`config.mk`:
```
export PLATFORM = sky130hd
export DESIGN_NAME = dcr_config_regs
export DESIGN_NICKNAME = d
export VERILOG_FILES = /design/src/hdl/dcr_pkg.sv /design/src/hdl/dcr_config_regs.sv
export VERILOG_INCLUDE_DIRS = /design/src /design/src/hdl
export SDC_FILE = /design/constraint.sdc
export NUM_CORES = 1
export LEC_CHECK = 0
export ABC_CLOCK_PERIOD_IN_PS = 7000
export BUFFER_PORTS_ARGS = -buffer_cell sky130_fd_sc_hd__buf_2
export CAP_MARGIN = 20
export CORE_MARGIN = 8
export CORE_UTILIZATION = 62
export CTS_CLUSTER_SIZE = 28
export DETAILED_ROUTE_END_ITERATION = 10
export GPL_TIMING_DRIVEN = 0
export PLACE_DENSITY_LB_ADDON = 0.05
export SLEW_MARGIN = 20
export SYNTH_ARGS = -nofsm -noshare
export SYNTH_HDL_FRONTEND = slang
export SYNTH_SLANG_ARGS = --single-unit
```
`constraint.sdc`:
```
create_clock -name clk -period 7 [get_ports clk]
set_input_delay 1.4 -clock clk [delete_from_list [all_inputs] [get_ports clk]]
set_output_delay 1.4 -clock clk [all_outputs]
set_load 0.01 [all_outputs]
```
`src/hdl/dcr_defs.svh`:
```
// Register offsets, field positions, reset values and port framing for the datapath configuration registers
// Overview of operation
// Bypass bit 7 set routes data around the constellation symbol mappers.
// Bypass bit 6 set passes samples around the root raised cosine filters.
// Each of five filter bypass bits skips its own interpolation stage independently.
// Software should bypass interpolation stages in ascending order, stage zero first.
// Roll-off codes 00,01,10,11 select 0.12, 0.18, 0.15, 0.13.
// Mapping codes 000-001 first standard, 010-110 second standard, 111 unused.
// Summed output multiplied by unsigned 2.6 gain, reset value 00001101.
// Input data multiplied by unsigned 3.5 gain, reset value 00100000 is unity.
// Input gain path replaces the mapper path whenever the mapper is bypassed.
// Oscillator 0 tuning word built from three bytes, lowest address least significant.
// Overrange samples after summed output gain are clipped and counted in eight bits.
// Reserved bits read back zero and writes to them change nothing.
`ifndef DCR_DEFS_SVH
`define DCR_DEFS_SVH

`define DCR_ADDR_CLIP_COUNT 8'h01
`define DCR_ADDR_BYPASS 8'h06
`define DCR_ADDR_SHAPE_MAP 8'h07
`define DCR_ADDR_SUM_GAIN 8'h08
`define DCR_ADDR_IN_GAIN 8'h09
`define DCR_ADDR_OSC0_LOW 8'h0A
`define DCR_ADDR_OSC0_MID 8'h0B
`define DCR_ADDR_OSC0_HIGH 8'h0C

`define DCR_BIT_MAPPER_BYPASS 7
`define DCR_BIT_RRC_BYPASS 6
`define DCR_BYPASS_MASK 8'hDF
`define DCR_SHAPE_MAP_MASK 8'h37
`define DCR_ROLLOFF_LSB 4

`define DCR_RESET_BYPASS 8'h00
`define DCR_RESET_SHAPE_MAP 8'h00
`define DCR_RESET_SUM_GAIN 8'h0D
`define DCR_RESET_IN_GAIN 8'h20
`define DCR_RESET_OSC0 24'h000000

`define DCR_SUM_GAIN_FRAC 6
`define DCR_IN_GAIN_FRAC 5

`define DCR_ROLLOFF_00 8'h78
`define DCR_ROLLOFF_01 8'hB4
`define DCR_ROLLOFF_10 8'h96
`define DCR_ROLLOFF_11 8'h82

`define DCR_INSTR_BITS 5'h10
`define DCR_INSTR_RW_BIT 15
`define DCR_MAP_UNUSED 3'h7
`define DCR_MAP_SECOND_MIN 3'h2

`endif

```
`src/hdl/dcr_pkg.sv`:
```
// Types shared by the datapath configuration register block
`default_nettype none
package dcr_pkg;
  typedef enum logic [1:0] {
    DCR_PORT_IDLE,
    DCR_PORT_INSTR,
    DCR_PORT_DATA
  } dcr_port_state_t;
endpackage : dcr_pkg
`default_nettype wire

```
`src/hdl/dcr_config_regs.sv`:
```
// Datapath configuration registers with serial configuration port, gain stages and clip counter
`timescale 1ns/1ps
`default_nettype none
`include "dcr_defs.svh"

module dcr_config_regs #(
  parameter int DATA_W = 16
) (
  input wire logic clk,
  input wire logic reset,
  input wire logic spi_sclk,
  input wire logic spi_csb,
  input wire logic spi_sdi,
  output logic spi_sdo,
  output logic spi_sdo_oe,
  input wire logic clip_count_clear,
  input wire logic signed [DATA_W-1:0] raw_data,
  input wire logic signed [DATA_W-1:0] mapper_data,
  output logic signed [DATA_W-1:0] shaper_in_data,
  input wire logic signed [DATA_W-1:0] summed_data,
  output logic signed [DATA_W-1:0] summed_out_data,
  output logic clip_event,
  output logic mapper_bypass,
  output logic root_raised_cosine_bypass,
  output logic [4:0] interp_bypass,
  output logic [1:0] rolloff_select,
  output logic [7:0] rolloff_milli,
  output logic [2:0] constellation_select,
  output logic constellation_second_std,
  output logic constellation_unused,
  output logic [7:0] summed_output_gain,
  output logic [7:0] input_gain,
  output logic [23:0] osc0_tuning_word
);

  // ----------------------------------------
  // Register storage
  // ----------------------------------------
  logic [7:0] path_bypass_ctrl, next_path_bypass_ctrl;
  logic [7:0] shaping_mapper_cfg, next_shaping_mapper_cfg;
  logic [7:0] next_summed_output_gain, next_input_gain;
  logic [23:0] next_osc0_tuning_word;
  logic [7:0] clip_event_count, next_clip_event_count;

  // ----------------------------------------
  // Serial port state
  // ----------------------------------------
  dcr_pkg::dcr_port_state_t state, next_state;
  logic sclk_q, next_sclk_q;
  logic [4:0] bit_count, next_bit_count;
  logic [15:0] instr_sr, next_instr_sr;
  logic [7:0] data_sr, next_data_sr;
  logic [7:0] out_sr, next_out_sr;
  logic [7:0] addr, next_addr;
  logic addr_hi, next_addr_hi;
  logic read_mode, next_read_mode;
  logic wr_en;
  logic [7:0] wr_data;
  logic sclk_rise, sclk_fall;
  logic [15:0] instr_full;

  function automatic logic [7:0] read_mux(input logic [7:0] a, input logic hi, input logic [7:0] bp,
                                          input logic [7:0] sm, input logic [7:0] sg, input logic [7:0] ig,
                                          input logic [23:0] tw, input logic [7:0] cc);
    logic [7:0] v;
    v = 8'h00;
    if (!hi) begin
      case (a)
        `DCR_ADDR_CLIP_COUNT: v = cc;
        `DCR_ADDR_BYPASS: v = bp;
        `DCR_ADDR_SHAPE_MAP: v = sm;
        `DCR_ADDR_SUM_GAIN: v = sg;
        `DCR_ADDR_IN_GAIN: v = ig;
        `DCR_ADDR_OSC0_LOW: v = tw[7:0];
        `DCR_ADDR_OSC0_MID: v = tw[15:8];
        `DCR_ADDR_OSC0_HIGH: v = tw[23:16];
        default: v = 8'h00;
      endcase
    end
    return v;
  endfunction : read_mux

  assign sclk_rise = spi_sclk & ~sclk_q;
  assign sclk_fall = ~spi_sclk & sclk_q;
  assign instr_full = {instr_sr[14:0], spi_sdi};

  always_comb begin
    next_state = state;
    next_sclk_q = spi_sclk;
    next_bit_count = bit_count;
    next_instr_sr = instr_sr;
    next_data_sr = data_sr;
    next_out_sr = out_sr;
    next_addr = addr;
    next_addr_hi = addr_hi;
    next_read_mode = read_mode;
    wr_en = 1'b0;
    wr_data = {data_sr[6:0], spi_sdi};
    if (spi_csb) begin
      // Deselect aborts any partial byte so the next frame starts clean
      next_state = dcr_pkg::DCR_PORT_IDLE;
      next_bit_count = 5'h00;
    end else begin
      case (state)
        dcr_pkg::DCR_PORT_IDLE: begin
          next_state = dcr_pkg::DCR_PORT_INSTR;
          next_bit_count = 5'h00;
          if (sclk_rise) begin
            next_instr_sr = {instr_sr[14:0], spi_sdi};
            next_bit_count = 5'h01;
          end
        end
        dcr_pkg::DCR_PORT_INSTR: begin
          if (sclk_rise) begin
            next_instr_sr = instr_full;
            next_bit_count = bit_count + 5'h01;
            if (bit_count == `DCR_INSTR_BITS - 5'h01) begin
              next_state = dcr_pkg::DCR_PORT_DATA;
              next_bit_count = 5'h00;
              next_read_mode = instr_full[`DCR_INSTR_RW_BIT];
              next_addr = instr_full[7:0];
              next_addr_hi = |instr_full[12:8];
              next_out_sr = read_mux(instr_full[7:0], |instr_full[12:8], path_bypass_ctrl, shaping_mapper_cfg,
                                     summed_output_gain, input_gain, osc0_tuning_word, clip_event_count);
            end
          end
        end
        dcr_pkg::DCR_PORT_DATA: begin
          if (sclk_rise) begin
            next_data_sr = wr_data;
            next_bit_count = bit_count + 5'h01;
            if (bit_count == 5'h07) begin
              wr_en = ~read_mode;
              next_bit_count = 5'h00;
              // Streaming continues at the next higher address
              next_addr = addr + 8'h01;
              next_addr_hi = addr_hi | (&addr);
              next_out_sr = read_mux(addr + 8'h01, addr_hi | (&addr), path_bypass_ctrl, shaping_mapper_cfg,
                                     summed_output_gain, input_gain, osc0_tuning_word, clip_event_count);
            end
          end else if (sclk_fall && bit_count != 5'h00) begin
            next_out_sr = {out_sr[6:0], 1'b0};
          end
        end
        default: next_state = dcr_pkg::DCR_PORT_IDLE;
      endcase
    end
  end

  always_ff @(posedge clk) begin
    if (reset) begin
      state <= dcr_pkg::DCR_PORT_IDLE;
      sclk_q <= 1'b0;
      bit_count <= 5'h00;
      instr_sr <= 16'h0000;
      data_sr <= 8'h00;
      out_sr <= 8'h00;
      addr <= 8'h00;
      addr_hi <= 1'b0;
      read_mode <= 1'b0;
    end else begin
      state <= next_state;
      sclk_q <= next_sclk_q;
      bit_count <= next_bit_count;
      instr_sr <= next_instr_sr;
      data_sr <= next_data_sr;
      out_sr <= next_out_sr;
      addr <= next_addr;
      addr_hi <= next_addr_hi;
      read_mode <= next_read_mode;
    end
  end

  assign spi_sdo = out_sr[7];
  assign spi_sdo_oe = ~spi_csb & read_mode & (state == dcr_pkg::DCR_PORT_DATA);

  // ----------------------------------------
  // Register writes
  // ----------------------------------------
  always_comb begin
    next_path_bypass_ctrl = path_bypass_ctrl;
    next_shaping_mapper_cfg = shaping_mapper_cfg;
    next_summed_output_gain = summed_output_gain;
    next_input_gain = input_gain;
    next_osc0_tuning_word = osc0_tuning_word;
    if (wr_en && !addr_hi) begin
      case (addr)
        `DCR_ADDR_BYPASS: next_path_bypass_ctrl = wr_data & `DCR_BYPASS_MASK;
        `DCR_ADDR_SHAPE_MAP: next_shaping_mapper_cfg = wr_data & `DCR_SHAPE_MAP_MASK;
        `DCR_ADDR_SUM_GAIN: next_summed_output_gain = wr_data;
        `DCR_ADDR_IN_GAIN: next_input_gain = wr_data;
        `DCR_ADDR_OSC0_LOW: next_osc0_tuning_word[7:0] = wr_data;
        `DCR_ADDR_OSC0_MID: next_osc0_tuning_word[15:8] = wr_data;
        `DCR_ADDR_OSC0_HIGH: next_osc0_tuning_word[23:16] = wr_data;
        default: next_input_gain = input_gain;
      endcase
    end
  end

  always_ff @(posedge clk) begin
    if (reset) begin
      path_bypass_ctrl <= `DCR_RESET_BYPASS;
      shaping_mapper_cfg <= `DCR_RESET_SHAPE_MAP;
      summed_output_gain <= `DCR_RESET_SUM_GAIN;
      input_gain <= `DCR_RESET_IN_GAIN;
      osc0_tuning_word <= `DCR_RESET_OSC0;
    end else begin
      path_bypass_ctrl <= next_path_bypass_ctrl;
      shaping_mapper_cfg <= next_shaping_mapper_cfg;
      summed_output_gain <= next_summed_output_gain;
      input_gain <= next_input_gain;
      osc0_tuning_word <= next_osc0_tuning_word;
    end
  end

  // ----------------------------------------
  // Datapath controls
  // ----------------------------------------
  // Stage order is left to software; any bypass pattern is honoured as written
  assign mapper_bypass = path_bypass_ctrl[`DCR_BIT_MAPPER_BYPASS];
  assign root_raised_cosine_bypass = path_bypass_ctrl[`DCR_BIT_RRC_BYPASS];
  assign interp_bypass = path_bypass_ctrl[4:0];
  assign rolloff_select = shaping_mapper_cfg[`DCR_ROLLOFF_LSB+1:`DCR_ROLLOFF_LSB];
  assign constellation_select = shaping_mapper_cfg[2:0];
  assign constellation_unused = (constellation_select == `DCR_MAP_UNUSED);
  assign constellation_second_std = (constellation_select >= `DCR_MAP_SECOND_MIN) & ~constellation_unused;

  always_comb begin
    case (rolloff_select)
      2'h0: rolloff_milli = `DCR_ROLLOFF_00;
      2'h1: rolloff_milli = `DCR_ROLLOFF_01;
      2'h2: rolloff_milli = `DCR_ROLLOFF_10;
      default: rolloff_milli = `DCR_ROLLOFF_11;
    endcase
  end

  // ----------------------------------------
  // Gain stages with clipping
  // ----------------------------------------
  logic signed [DATA_W+8:0] in_prod, sum_prod, in_scaled, sum_scaled;
  logic in_ovf, sum_ovf;
  logic signed [DATA_W-1:0] in_sat, sum_sat, next_shaper_in_data, next_summed_out_data;
  logic next_clip_event;

  always_comb begin
    in_prod = raw_data * $signed({1'b0, input_gain});
    in_scaled = in_prod >>> `DCR_IN_GAIN_FRAC;
    in_ovf = ~(&in_scaled[DATA_W+8:DATA_W-1]) & (|in_scaled[DATA_W+8:DATA_W-1]);
    in_sat = in_ovf ? {in_scaled[DATA_W+8], {(DATA_W-1){~in_scaled[DATA_W+8]}}} : in_scaled[DATA_W-1:0];
    next_shaper_in_data = mapper_bypass ? in_sat : mapper_data;
    sum_prod = summed_data * $signed({1'b0, summed_output_gain});
    sum_scaled = sum_prod >>> `DCR_SUM_GAIN_FRAC;
    sum_ovf = ~(&sum_scaled[DATA_W+8:DATA_W-1]) & (|sum_scaled[DATA_W+8:DATA_W-1]);
    // Clip to full scale rather than wrap, which would flip the sign of the carrier
    sum_sat = sum_ovf ? {sum_scaled[DATA_W+8], {(DATA_W-1){~sum_scaled[DATA_W+8]}}} : sum_scaled[DATA_W-1:0];
    next_summed_out_data = sum_sat;
    next_clip_event = sum_ovf;
    next_clip_event_count = clip_event_count;
    // Count sticks at its top value; a clip in the clear cycle is still counted
    if (clip_count_clear) begin
      next_clip_event_count = {7'h00, sum_ovf};
    end else if (sum_ovf && clip_event_count != 8'hFF) begin
      next_clip_event_count = clip_event_count + 8'h01;
    end
  end

  always_ff @(posedge clk) begin
    if (reset) begin
      shaper_in_data <= '0;
      summed_out_data <= '0;
      clip_event <= 1'b0;
      clip_event_count <= 8'h00;
    end else begin
      shaper_in_data <= next_shaper_in_data;
      summed_out_data <= next_summed_out_data;
      clip_event <= next_clip_event;
      clip_event_count <= next_clip_event_count;
    end
  end

endmodule : dcr_config_regs
`default_nettype wire

```
# Yosys cells after proc, flatten, opt, wreduce, memory -nomap -nowiden
# Index checks and enable logic that the tools add are counted.
[classes] add_sub_neg=3 multipliers=2 order_cmp=1 n_eq_ne=37 muxes=39 bitwise_logic=18 reduce_logical=33
[ops] op="$pmux 8 s8" n=2
[ops] op="$eq 8x4->1 const B" n=15
[ops] op="$mux 8" n=11
[ops] op="$mul 16x9->25" n=2
[ops] op="$eq 8x3->1 const B" n=6
[ops] op="$mux 16" n=3
[ops] op="$pmux 8 s2" n=2
[ops] op="$pmux 8 s3" n=1
[ops] op="$mux 5" n=4
[ops] op="$add 8x1->8 const B" n=2
[ops] op="$eq 8x1->1 const B" n=2
[ops] op="$pmux 5 s3" n=1
[ops] op="$reduce_and 2->1" n=7
[ops] op="$reduce_and 3->1" n=4
[ops] op="$reduce_and 6->1" n=2
[ops] op="$mux 1" n=11
[ops] op="$not 1->1" n=10
[ops] op="$reduce_or 5->1" n=2
[ops] op="$ne 2x2->1 const B" n=4
[ops] op="$ne 8x8->1 const B" n=1
[ops] op="$reduce_and 4->1" n=2
[ops] op="$reduce_and 8->1" n=1
[ops] op="$and 1x1->1" n=7
[ops] op="$ne 3x3->1 const B" n=2
[ops] op="other kinds (20)" n=29
[word_totals] register_bits=141 out_inout_bits=97

# Depth between registers and ports, before layout
# Gate-level depths: netlist of run 1.
[depth] depth_word=7 mapped_depth=24 ltp_nobuf=20

# Worst setup path after synthesis of run 1
# OpenSTA, ideal clock, no wires.
[synth_timing] path_type="input to register" startpoint="input port summed_data[15]" endpoint="register clip_event_count[0]" arrival_ns=6.224 required_time_ns=6.883 setup_slack_ns=0.658 cell_stages=21 path_buffers=3 path_cell_list="clkbuf_1 -> nand2_1 -> fa_1 -> inv_1 -> fa_1 -> fa_1 -> inv_1 -> fa_1 -> inv_1 -> ha_1 -> buf_2 -> and4_1 -> nand4_1 -> or2_1 -> a21oi_1 -> a2bb2oi_2 -> a211o_1 -> mux2i_2 -> buf_4 -> nor2_1 -> a32o_1"
[synth_via] elab_chain_cells=6 word_cells_on_any_way=8 cone_classes="1 x mul; 1 x mux; 2 x bitwise; 4 x reduce/logical"
[synth_lines] item="from (decl)" line_no="dcr_config_regs.sv:20" rtl="input wire logic signed [DATA_W-1:0] summed_data,"
[synth_lines] item="$mul 16x9->25 (*)" line_no="dcr_config_regs.sv:251" rtl="sum_prod = summed_data * $signed({1'b0, summed_output_gain});"
[synth_lines] item="$reduce_and 4->1" line_no="dcr_config_regs.sv:253" rtl="sum_ovf = ~(&sum_scaled[DATA_W+8:DATA_W-1]) & (|sum_scaled[DATA_W+8:DATA_W-1]);"
[synth_lines] item="$not 1->1" line_no="dcr_config_regs.sv:253"
[synth_lines] item="$and 1x1->1 (*)" line_no="dcr_config_regs.sv:253"
[synth_lines] item="$logic_and 1x1->1" line_no="dcr_config_regs.sv:262" rtl="end else if (sum_ovf && clip_event_count != 8'hFF) begin"
[synth_lines] item="$reduce_bool 2->1 (no source line)"
[synth_lines] item="to (signal assigned)" line_no="dcr_config_regs.sv:277" rtl="clip_event_count <= next_clip_event_count;"
[synth_lines] item="to (decl)" line_no="dcr_config_regs.sv:43" rtl="logic [7:0] clip_event_count, next_clip_event_count;"
# Every way passes the cells marked *; elsewhere a longest branch is shown, timed or not.
# A chain may end at the register's enable or synchronous reset.

# Worst setup path after layout of run 1
[layout_timing] startpoint="input port summed_data[15]" endpoint="register summed_out_data[7]"
[layout_via] elab_chain_cells=5 word_cells_on_any_way=7 cone_classes="1 x mul; 1 x mux; 3 x bitwise; 2 x reduce/logical"
[layout_lines] item="$mul 16x9->25 (*)" line_no="dcr_config_regs.sv:251"
[layout_lines] item="$reduce_and 4->1" line_no="dcr_config_regs.sv:253"
[layout_lines] item="$not 1->1" line_no="dcr_config_regs.sv:253"
[layout_lines] item="$and 1x1->1" line_no="dcr_config_regs.sv:253"
[layout_lines] item="$mux 16 (*)" line_no="dcr_config_regs.sv:255" rtl="sum_sat = sum_ovf ? {sum_scaled[DATA_W+8], {(DATA_W-1){~sum_scaled[DATA_W+8]}}} : sum_scaled[DATA_W-1:0];"
[layout_lines] item="to (signal assigned)" line_no="dcr_config_regs.sv:275" rtl="summed_out_data <= next_summed_out_data;"
[layout_lines] item="to (decl)" line_no="dcr_config_regs.sv:21" rtl="output logic signed [DATA_W-1:0] summed_out_data,"
# Marks and branches as above.

==> impl_metrics.env, run 1 <==
export IMPL_path_cells="clkbuf_1, nand2_1, fa_1, fa_1, inv_1, fa_1, inv_1, fa_1, inv_1, ha_1, a21o_1, o21bai_1, a221oi_1, nor2_1, a221oi_2, a21oi_1, a211oi_1, buf_4, a21o_1"
export IMPL_cts_tree="built"
export IMPL_synth_enable_flop_cells=0
export IMPL_synthCells=1921
export IMPL_cts_setup_buffers=0
export IMPL_min_period_ns=6.62
export IMPL_synth_compound_area_share_pct=14.4
export IMPL_setup_tns_ns=0
export IMPL_syn_num_nets=2290
export IMPL_synth_area_top_cells="fa_1 (25%), dfxtp_1 (18%), ha_1 (8.7%)"
export IMPL_postLayoutCellArea_um2=17800
export IMPL_worstPathArrival_ns=7.00
export IMPL_worstSetupPathType="primary input to register"
export IMPL_status="finished, final reports clean"
export IMPL_fmax_mhz=151
export IMPL_cts_sink_count=141
export IMPL_post_route_util_pct=69.3
export IMPL_hold_slack_ns=0.448
export IMPL_vias_per_cell=5.76
export IMPL_yosys_area_share_simple_pct=19.4
export IMPL_syn_avg_cell_area_um2=8.35
export IMPL_drt_wl_total_um=44500
export IMPL_layout_common_cells="inv_1 (320), nand2_1 (276), fa_1 (203)"
export IMPL_drtIter0Drc=1415
export IMPL_ant_nets=0
export IMPL_cts_made_buffers=17
export IMPL_max_stage_delay_ns=0.78
export IMPL_cpMostUsedCell="fa_1"
export IMPL_die_x_um=177
export IMPL_core_um2=25800
export IMPL_end_kind="register"
export IMPL_drv_slew=0
export IMPL_synthMuxAreaShare_pct=1.84
export IMPL_h_tree_depth=4
export IMPL_drc=0
export IMPL_synth_top_area_share_pct=25.3
export IMPL_p_per_area_nw_per_um2=160
export IMPL_synth_seq_area_share_pct=17.6
export IMPL_synth_seq_cells=141
export IMPL_cts_resized_gates=0
export IMPL_synth_xor_area_share_pct=2.72
export IMPL_worstPathMaxFanout=10
export IMPL_cts_clk_slew_worst_paths_ns=0.08
export IMPL_via_count=14000
export IMPL_die_y_um=177
export IMPL_drive_gt1_share_pct=11.3
export IMPL_yosysWarnings=0
export IMPL_start_kind="primary input"
export IMPL_crit_required_ns=7.38
export IMPL_fin_worst_skew_ns=0.0233
export IMPL_cts_hold_buffers=0
export IMPL_p_leak_nw=8.63
export IMPL_max_clock_path_buffers=2
export IMPL_total_power_mw=2.85
export IMPL_fp_row_count=59
export IMPL_cp_slowest_cell="a211oi_1"
export IMPL_syn_to_final_growth_pct=11.2
export IMPL_ys_async_sr_fraction_pct=0
export IMPL_hpwl_um=35500
export IMPL_antenna_found_initial=1
export IMPL_track_usage_pct=28.8
export IMPL_port_buffers=147
export IMPL_max_cap_violations=0
export IMPL_gp_congestion=0.994
export IMPL_dieArea_um2=31300
export IMPL_grt_max_degree=19
export IMPL_finalNetCount=2456
export IMPL_layout_commonest_cell="inv_1"
export IMPL_slew_headroom_pct=22.2
export IMPL_min_path_type="register to register"
export IMPL_ir_worst_vdd_mv=0.176
export IMPL_finalHoldViolCount=0
export IMPL_tightest_slew_ns=1.16
export IMPL_placed_area_um2=17200
export IMPL_worstSkewPairLatency_ns=0.44
export IMPL_synth_adder_area_share_pct=34.1
export IMPL_synth_top_family_by_area="adder cells"
export IMPL_synth_area_leader_cell="fa_1"
export IMPL_cts_root_buf="clkbuf_16"
export IMPL_first_global_vias=13800
export IMPL_rsz0062_at_grt="false"
export IMPL_overflow=0
export IMPL_start_util_pct=62.3
export IMPL_synthDistinctLibCells=84
export IMPL_grt_first_pass_wirelength_um=72100
export IMPL_drtPass1Iterations=6
export IMPL_finalSetupViolCount=0
export IMPL_synth_main_ff_cell="dfxtp_1"
export IMPL_pin_count=151
export IMPL_wire_per_inst_um=18.2
export IMPL_finalCritPeriodShare_pct=94.6
export IMPL_netlist_area_um2=16000
## through the flow
step,cells,setup slack [ns]
4_1_cts,2435,0.259
3_5_place_dp,2403,-0.176
5_1_grt,2436,0.111
6_report,2436,0.379
2_1_floorplan,1921,0.658
3_3_place_gp,2403,-0.0828
## final cells by class
| class | count | area (um^2) |
|---|---|---|
| tap | 335 | 419 |
| fill | 2177 | 7920 |
| clock inverter | 15 | 191 |
| antenna | 1 | 2.50 |
| sequential | 141 | 2820 |
| clock buffer | 17 | 425 |
| timing repair buffer | 147 | 736 |
| buffer | 86 | 388 |
| inverter | 322 | 1210 |
| multi-input combinational | 1372 | 11700 |
## sequential cells by signal (all words and copies together), names as in the netlist, 2 cells and up
register            cells
path_bypass_ctrl        7
summed_output_gain      8
out_sr                  8
input_gain              8
shaping_mapper_cfg      5
osc0_tuning_word       24
instr_sr               15
data_sr                 7
bit_count               5
state                   2
shaper_in_data         16
addr                    8
summed_out_data        16
clip_event_count        8
## power breakdown
| part | switching [mW] | total [mW] | internal, mW | leakage [nW] |
|---|---|---|---|---|
| Clock | 0.471 | 0.960 | 0.489 | 0.300 |
| Sequential | 0.0205 | 0.876 | 0.855 | 1.15 |
| Combinational | 0.599 | 1.01 | 0.415 | 7.19 |
## metal layers
metal | vias to the layer above | wire length [um] | share of wire, % | GRT usage (%)
met3 | 49 | 3950 | 8.9 | 5.57
li1 | 6560 | - | - | -
met4 | 0 | 734 | 1.7 | 6.94
met1 | 6841 | 19500 | 44 | 40.0
met2 | 586 | 20300 | 46 | 45.8
met5 | - | 0 | 0 | 0
## cell usage after synthesis (all sizes together), types with 34 or more instances
cell / instances
o21ai: 41
ha: 112
clkbuf: 63
nor2: 95
a22oi: 35
nand2: 277
and2: 141
dfxtp: 141
xnor2: 34
inv: 321
a21oi: 105
fa: 203
## critical path: cells and delay by family
kind	cells	cell delay, ns
AO/OA/AOI/OAI	7	2.03
buffers and inverters	5	0.75
adder cells (fa/ha/maj)	5	2.53
AND/OR/NAND/NOR	2	0.30
## final timing paths
| check | startpoint | end | slack [ns] | cells after the start |
|---|---|---|---|---|
| setup / recovery | summed_data[15] | summed_out_data[7] | 0.38 | 19 |
| hold / removal | instr_sr[13] | instr_sr[14] | 0.45 | 2 |
| setup reg to reg | input_gain[2] | shaper_in_data[14] | 0.47 | 21 |
| hold reg to reg | instr_sr[13] | instr_sr[14] | 0.45 | 2 |
## cell families after synthesis
kind of cell / Yosys count
compound gates: 340
xor+xnor: 49
fa+ha+maj: 315
buf+inv: 408
flops: 141
mux: 29
other cells: 1
simple gates: 638
(Power assumes the default switching activity.)
==> inputs of run 2 (changes only) <==
--- a/config.mk
+++ b/config.mk
@@ -8,13 +8,12 @@
 export LEC_CHECK = 0
 export ABC_CLOCK_PERIOD_IN_PS = 7000
 export BUFFER_PORTS_ARGS = -buffer_cell sky130_fd_sc_hd__buf_2
-export CAP_MARGIN = 20
 export CORE_MARGIN = 8
 export CORE_UTILIZATION = 62
 export CTS_CLUSTER_SIZE = 28
 export DETAILED_ROUTE_END_ITERATION = 10
 export GPL_TIMING_DRIVEN = 0
-export PLACE_DENSITY_LB_ADDON = 0.05
+export PLACE_DENSITY = 0.83
 export SLEW_MARGIN = 20
 export SYNTH_ARGS = -nofsm -noshare
 export SYNTH_HDL_FRONTEND = slang
==> run 2 against run 1 <==
Net effect: clock skew fell by 0.013 ns; final cell count barely moved; sequential share of layout area is 0.051 points higher; fmax shrank 0.78%; power decreased by 1.6%; critical path type unchanged.
==> impl_metrics.env, run 2 (synthesis results as in run 1) <==
export IMPL_finalNetCount=2456
export IMPL_cts_clk_slew_worst_paths_ns=0.07
export IMPL_gp_congestion=0.955
export IMPL_slew_headroom_pct=26.7
export IMPL_seqCellArea_um2=2820
export IMPL_layout_common_cells="inv_1 (320), nand2_1 (276), fa_1 (203)"
export IMPL_crit_required_ns=7.32
export IMPL_cts_tree="built"
export IMPL_reg_top3="osc0_tuning_word: 24 flops, shaper_in_data: 16 flops, summed_out_data: 16 flops"
export IMPL_port_buffers=147
export IMPL_ir_worst_vdd_mv=0.184
export IMPL_min_period_ns=6.67
export IMPL_final_cells=2435
export IMPL_postLayoutCellArea_um2=17800
export IMPL_finalCritPeriodShare_pct=95.3
export IMPL_multi_input_area_um2=11700
export IMPL_cpMostUsedCell="fa_1"
export IMPL_max_clock_path_buffers=2
export IMPL_fp_row_count=59
export IMPL_rsz0062_at_grt="false"
export IMPL_ant_nets=0
export IMPL_cts_hold_buffers=0
export IMPL_max_stage_delay_ns=0.74
export IMPL_core_um2=25800
export IMPL_h_tree_depth=4
export IMPL_grt_max_degree=17
export IMPL_via_count=14400
export IMPL_cts_root_buf="clkbuf_16"
export IMPL_layout_commonest_cell="inv_1"
export IMPL_max_cap_violations=0
export IMPL_worstPathArrival_ns=7.00
export IMPL_drc=0
export IMPL_drtIter0Drc=1516
export IMPL_placed_area_um2=17200
export IMPL_die_x_um=177
export IMPL_syn_to_final_growth_pct=10.9
export IMPL_drt_wl_total_um=44800
export IMPL_worstSetupPathType="primary input to register"
export IMPL_wire_per_inst_um=18.4
export IMPL_tightest_slew_ns=1.09
export IMPL_path_buf_inv=6
export IMPL_nFillCells=2075
export IMPL_start_util_pct=62.3
export IMPL_pin_count=151
export IMPL_first_global_vias=14600
export IMPL_grt_first_pass_wirelength_um=72200
export IMPL_dieArea_um2=31300
export IMPL_fmax_mhz=150
export IMPL_path_cells="clkbuf_1, nand2_1, fa_1, inv_1, fa_1, fa_1, inv_1, fa_1, inv_1, ha_1, buf_2, and4_1, nand4_1, or2_1, o211ai_1, a2bb2oi_2, nand4_1, mux2i_4, buf_4, nor2_1, a32o_1"
export IMPL_vias_per_cell=5.91
export IMPL_cts_setup_buffers=0
export IMPL_status="finished, final reports clean"
export IMPL_post_place_ws_ns=-0.164
export IMPL_largest_register_ffs=24
export IMPL_crit_family="adder cells"
export IMPL_fin_ws_ns=0.327
export IMPL_antenna_found_initial=0
export IMPL_worstSkewPairLatency_ns=0.44
export IMPL_antennaDiodeCount=0
export IMPL_cts_sink_count=141
export IMPL_end_kind="register"
export IMPL_drtPass1Iterations=10
export IMPL_finalSetupViolCount=0
export IMPL_place_inst=2403
export IMPL_p_leak_nw=8.60
export IMPL_fin_worst_skew_ns=0.0105
export IMPL_finalHoldViolCount=0
export IMPL_regMostFlops="osc0_tuning_word"
export IMPL_die_y_um=177
export IMPL_cp_slowest_cell="fa_1"
export IMPL_hpwl_um=35300
export IMPL_p_per_area_nw_per_um2=158
export IMPL_track_usage_pct=28.7
export IMPL_overflow=0
export IMPL_start_kind="primary input"
export IMPL_min_path_type="register to register"
export IMPL_cts_resized_gates=0
export IMPL_drive_gt1_share_pct=11.2
export IMPL_cts_made_buffers=17
export IMPL_drv_slew=0
export IMPL_worstPathMaxFanout=10
==> run 2: cell types whose count changed in the layout (fill, tap and decap cells not counted), moves of 2 or more <==
cell and change:
clkinv_8 -6, inv_8 -5, clkinvlp_4 +4, inv_6 +4, clkbuf_1 +2
==> run 2: worst min-delay path, stage by stage (launching register included) <==
cell and delay (ns):
dfxtp_1 0.31, nand2_1 0.06, a21oi_1 0.05
==> run 2: cell type report <==
cell class / count / area share (%)
multi-input combinational: 1372 / 65.5
sequential: 141 / 15.9
inverter: 322 / 6.80
timing repair buffer: 147 / 4.14
clock buffer: 19 / 2.43
tap: 335 / 2.36
buffer: 86 / 2.18
clock inverter: 13 / 0.725
==> run 2: where the power goes <==
part           switching, mW  total [mW]  internal, mW  leakage (nW)
combinational          0.597        1.01         0.416          7.19
clock                  0.413       0.911         0.497         0.263
sequential            0.0239       0.880         0.856          1.15
==> run 2: worst paths after layout <==
check	start	to	slack, ns	cells past startpoint
hold / removal	instr_sr[12]	instr_sr[13]	0.46	2
hold reg to reg	instr_sr[12]	instr_sr[13]	0.46	2
setup reg to reg	summed_output_gain[2]	clip_event_count[0]	0.46	22
setup / recovery	summed_data[15]	clip_event_count[0]	0.33	21
==> run 2: routing by layer <==
layer	vias to the layer above	part of all wire [%]	track usage [%]
met1	7051	38	34.7
met3	151	7.7	4.84
li1	6546	-	-
met4	0	4.8	14.7
met5	-	0	0
met2	632	49	48.7
==> run 2: metrics by stage <==
step	util (%)	hold WS, ns	setup TNS (ns)	power (mW)
after global placement	66.8	0.440	-0.664	1.86
after floorplan	-	0.432	0	1.63
after global routing	69.0	0.487	0	2.95
after detailed placement	66.8	0.457	-1.79	1.89
final	69.0	0.460	0	2.80
after CTS	68.9	0.466	0	2.79
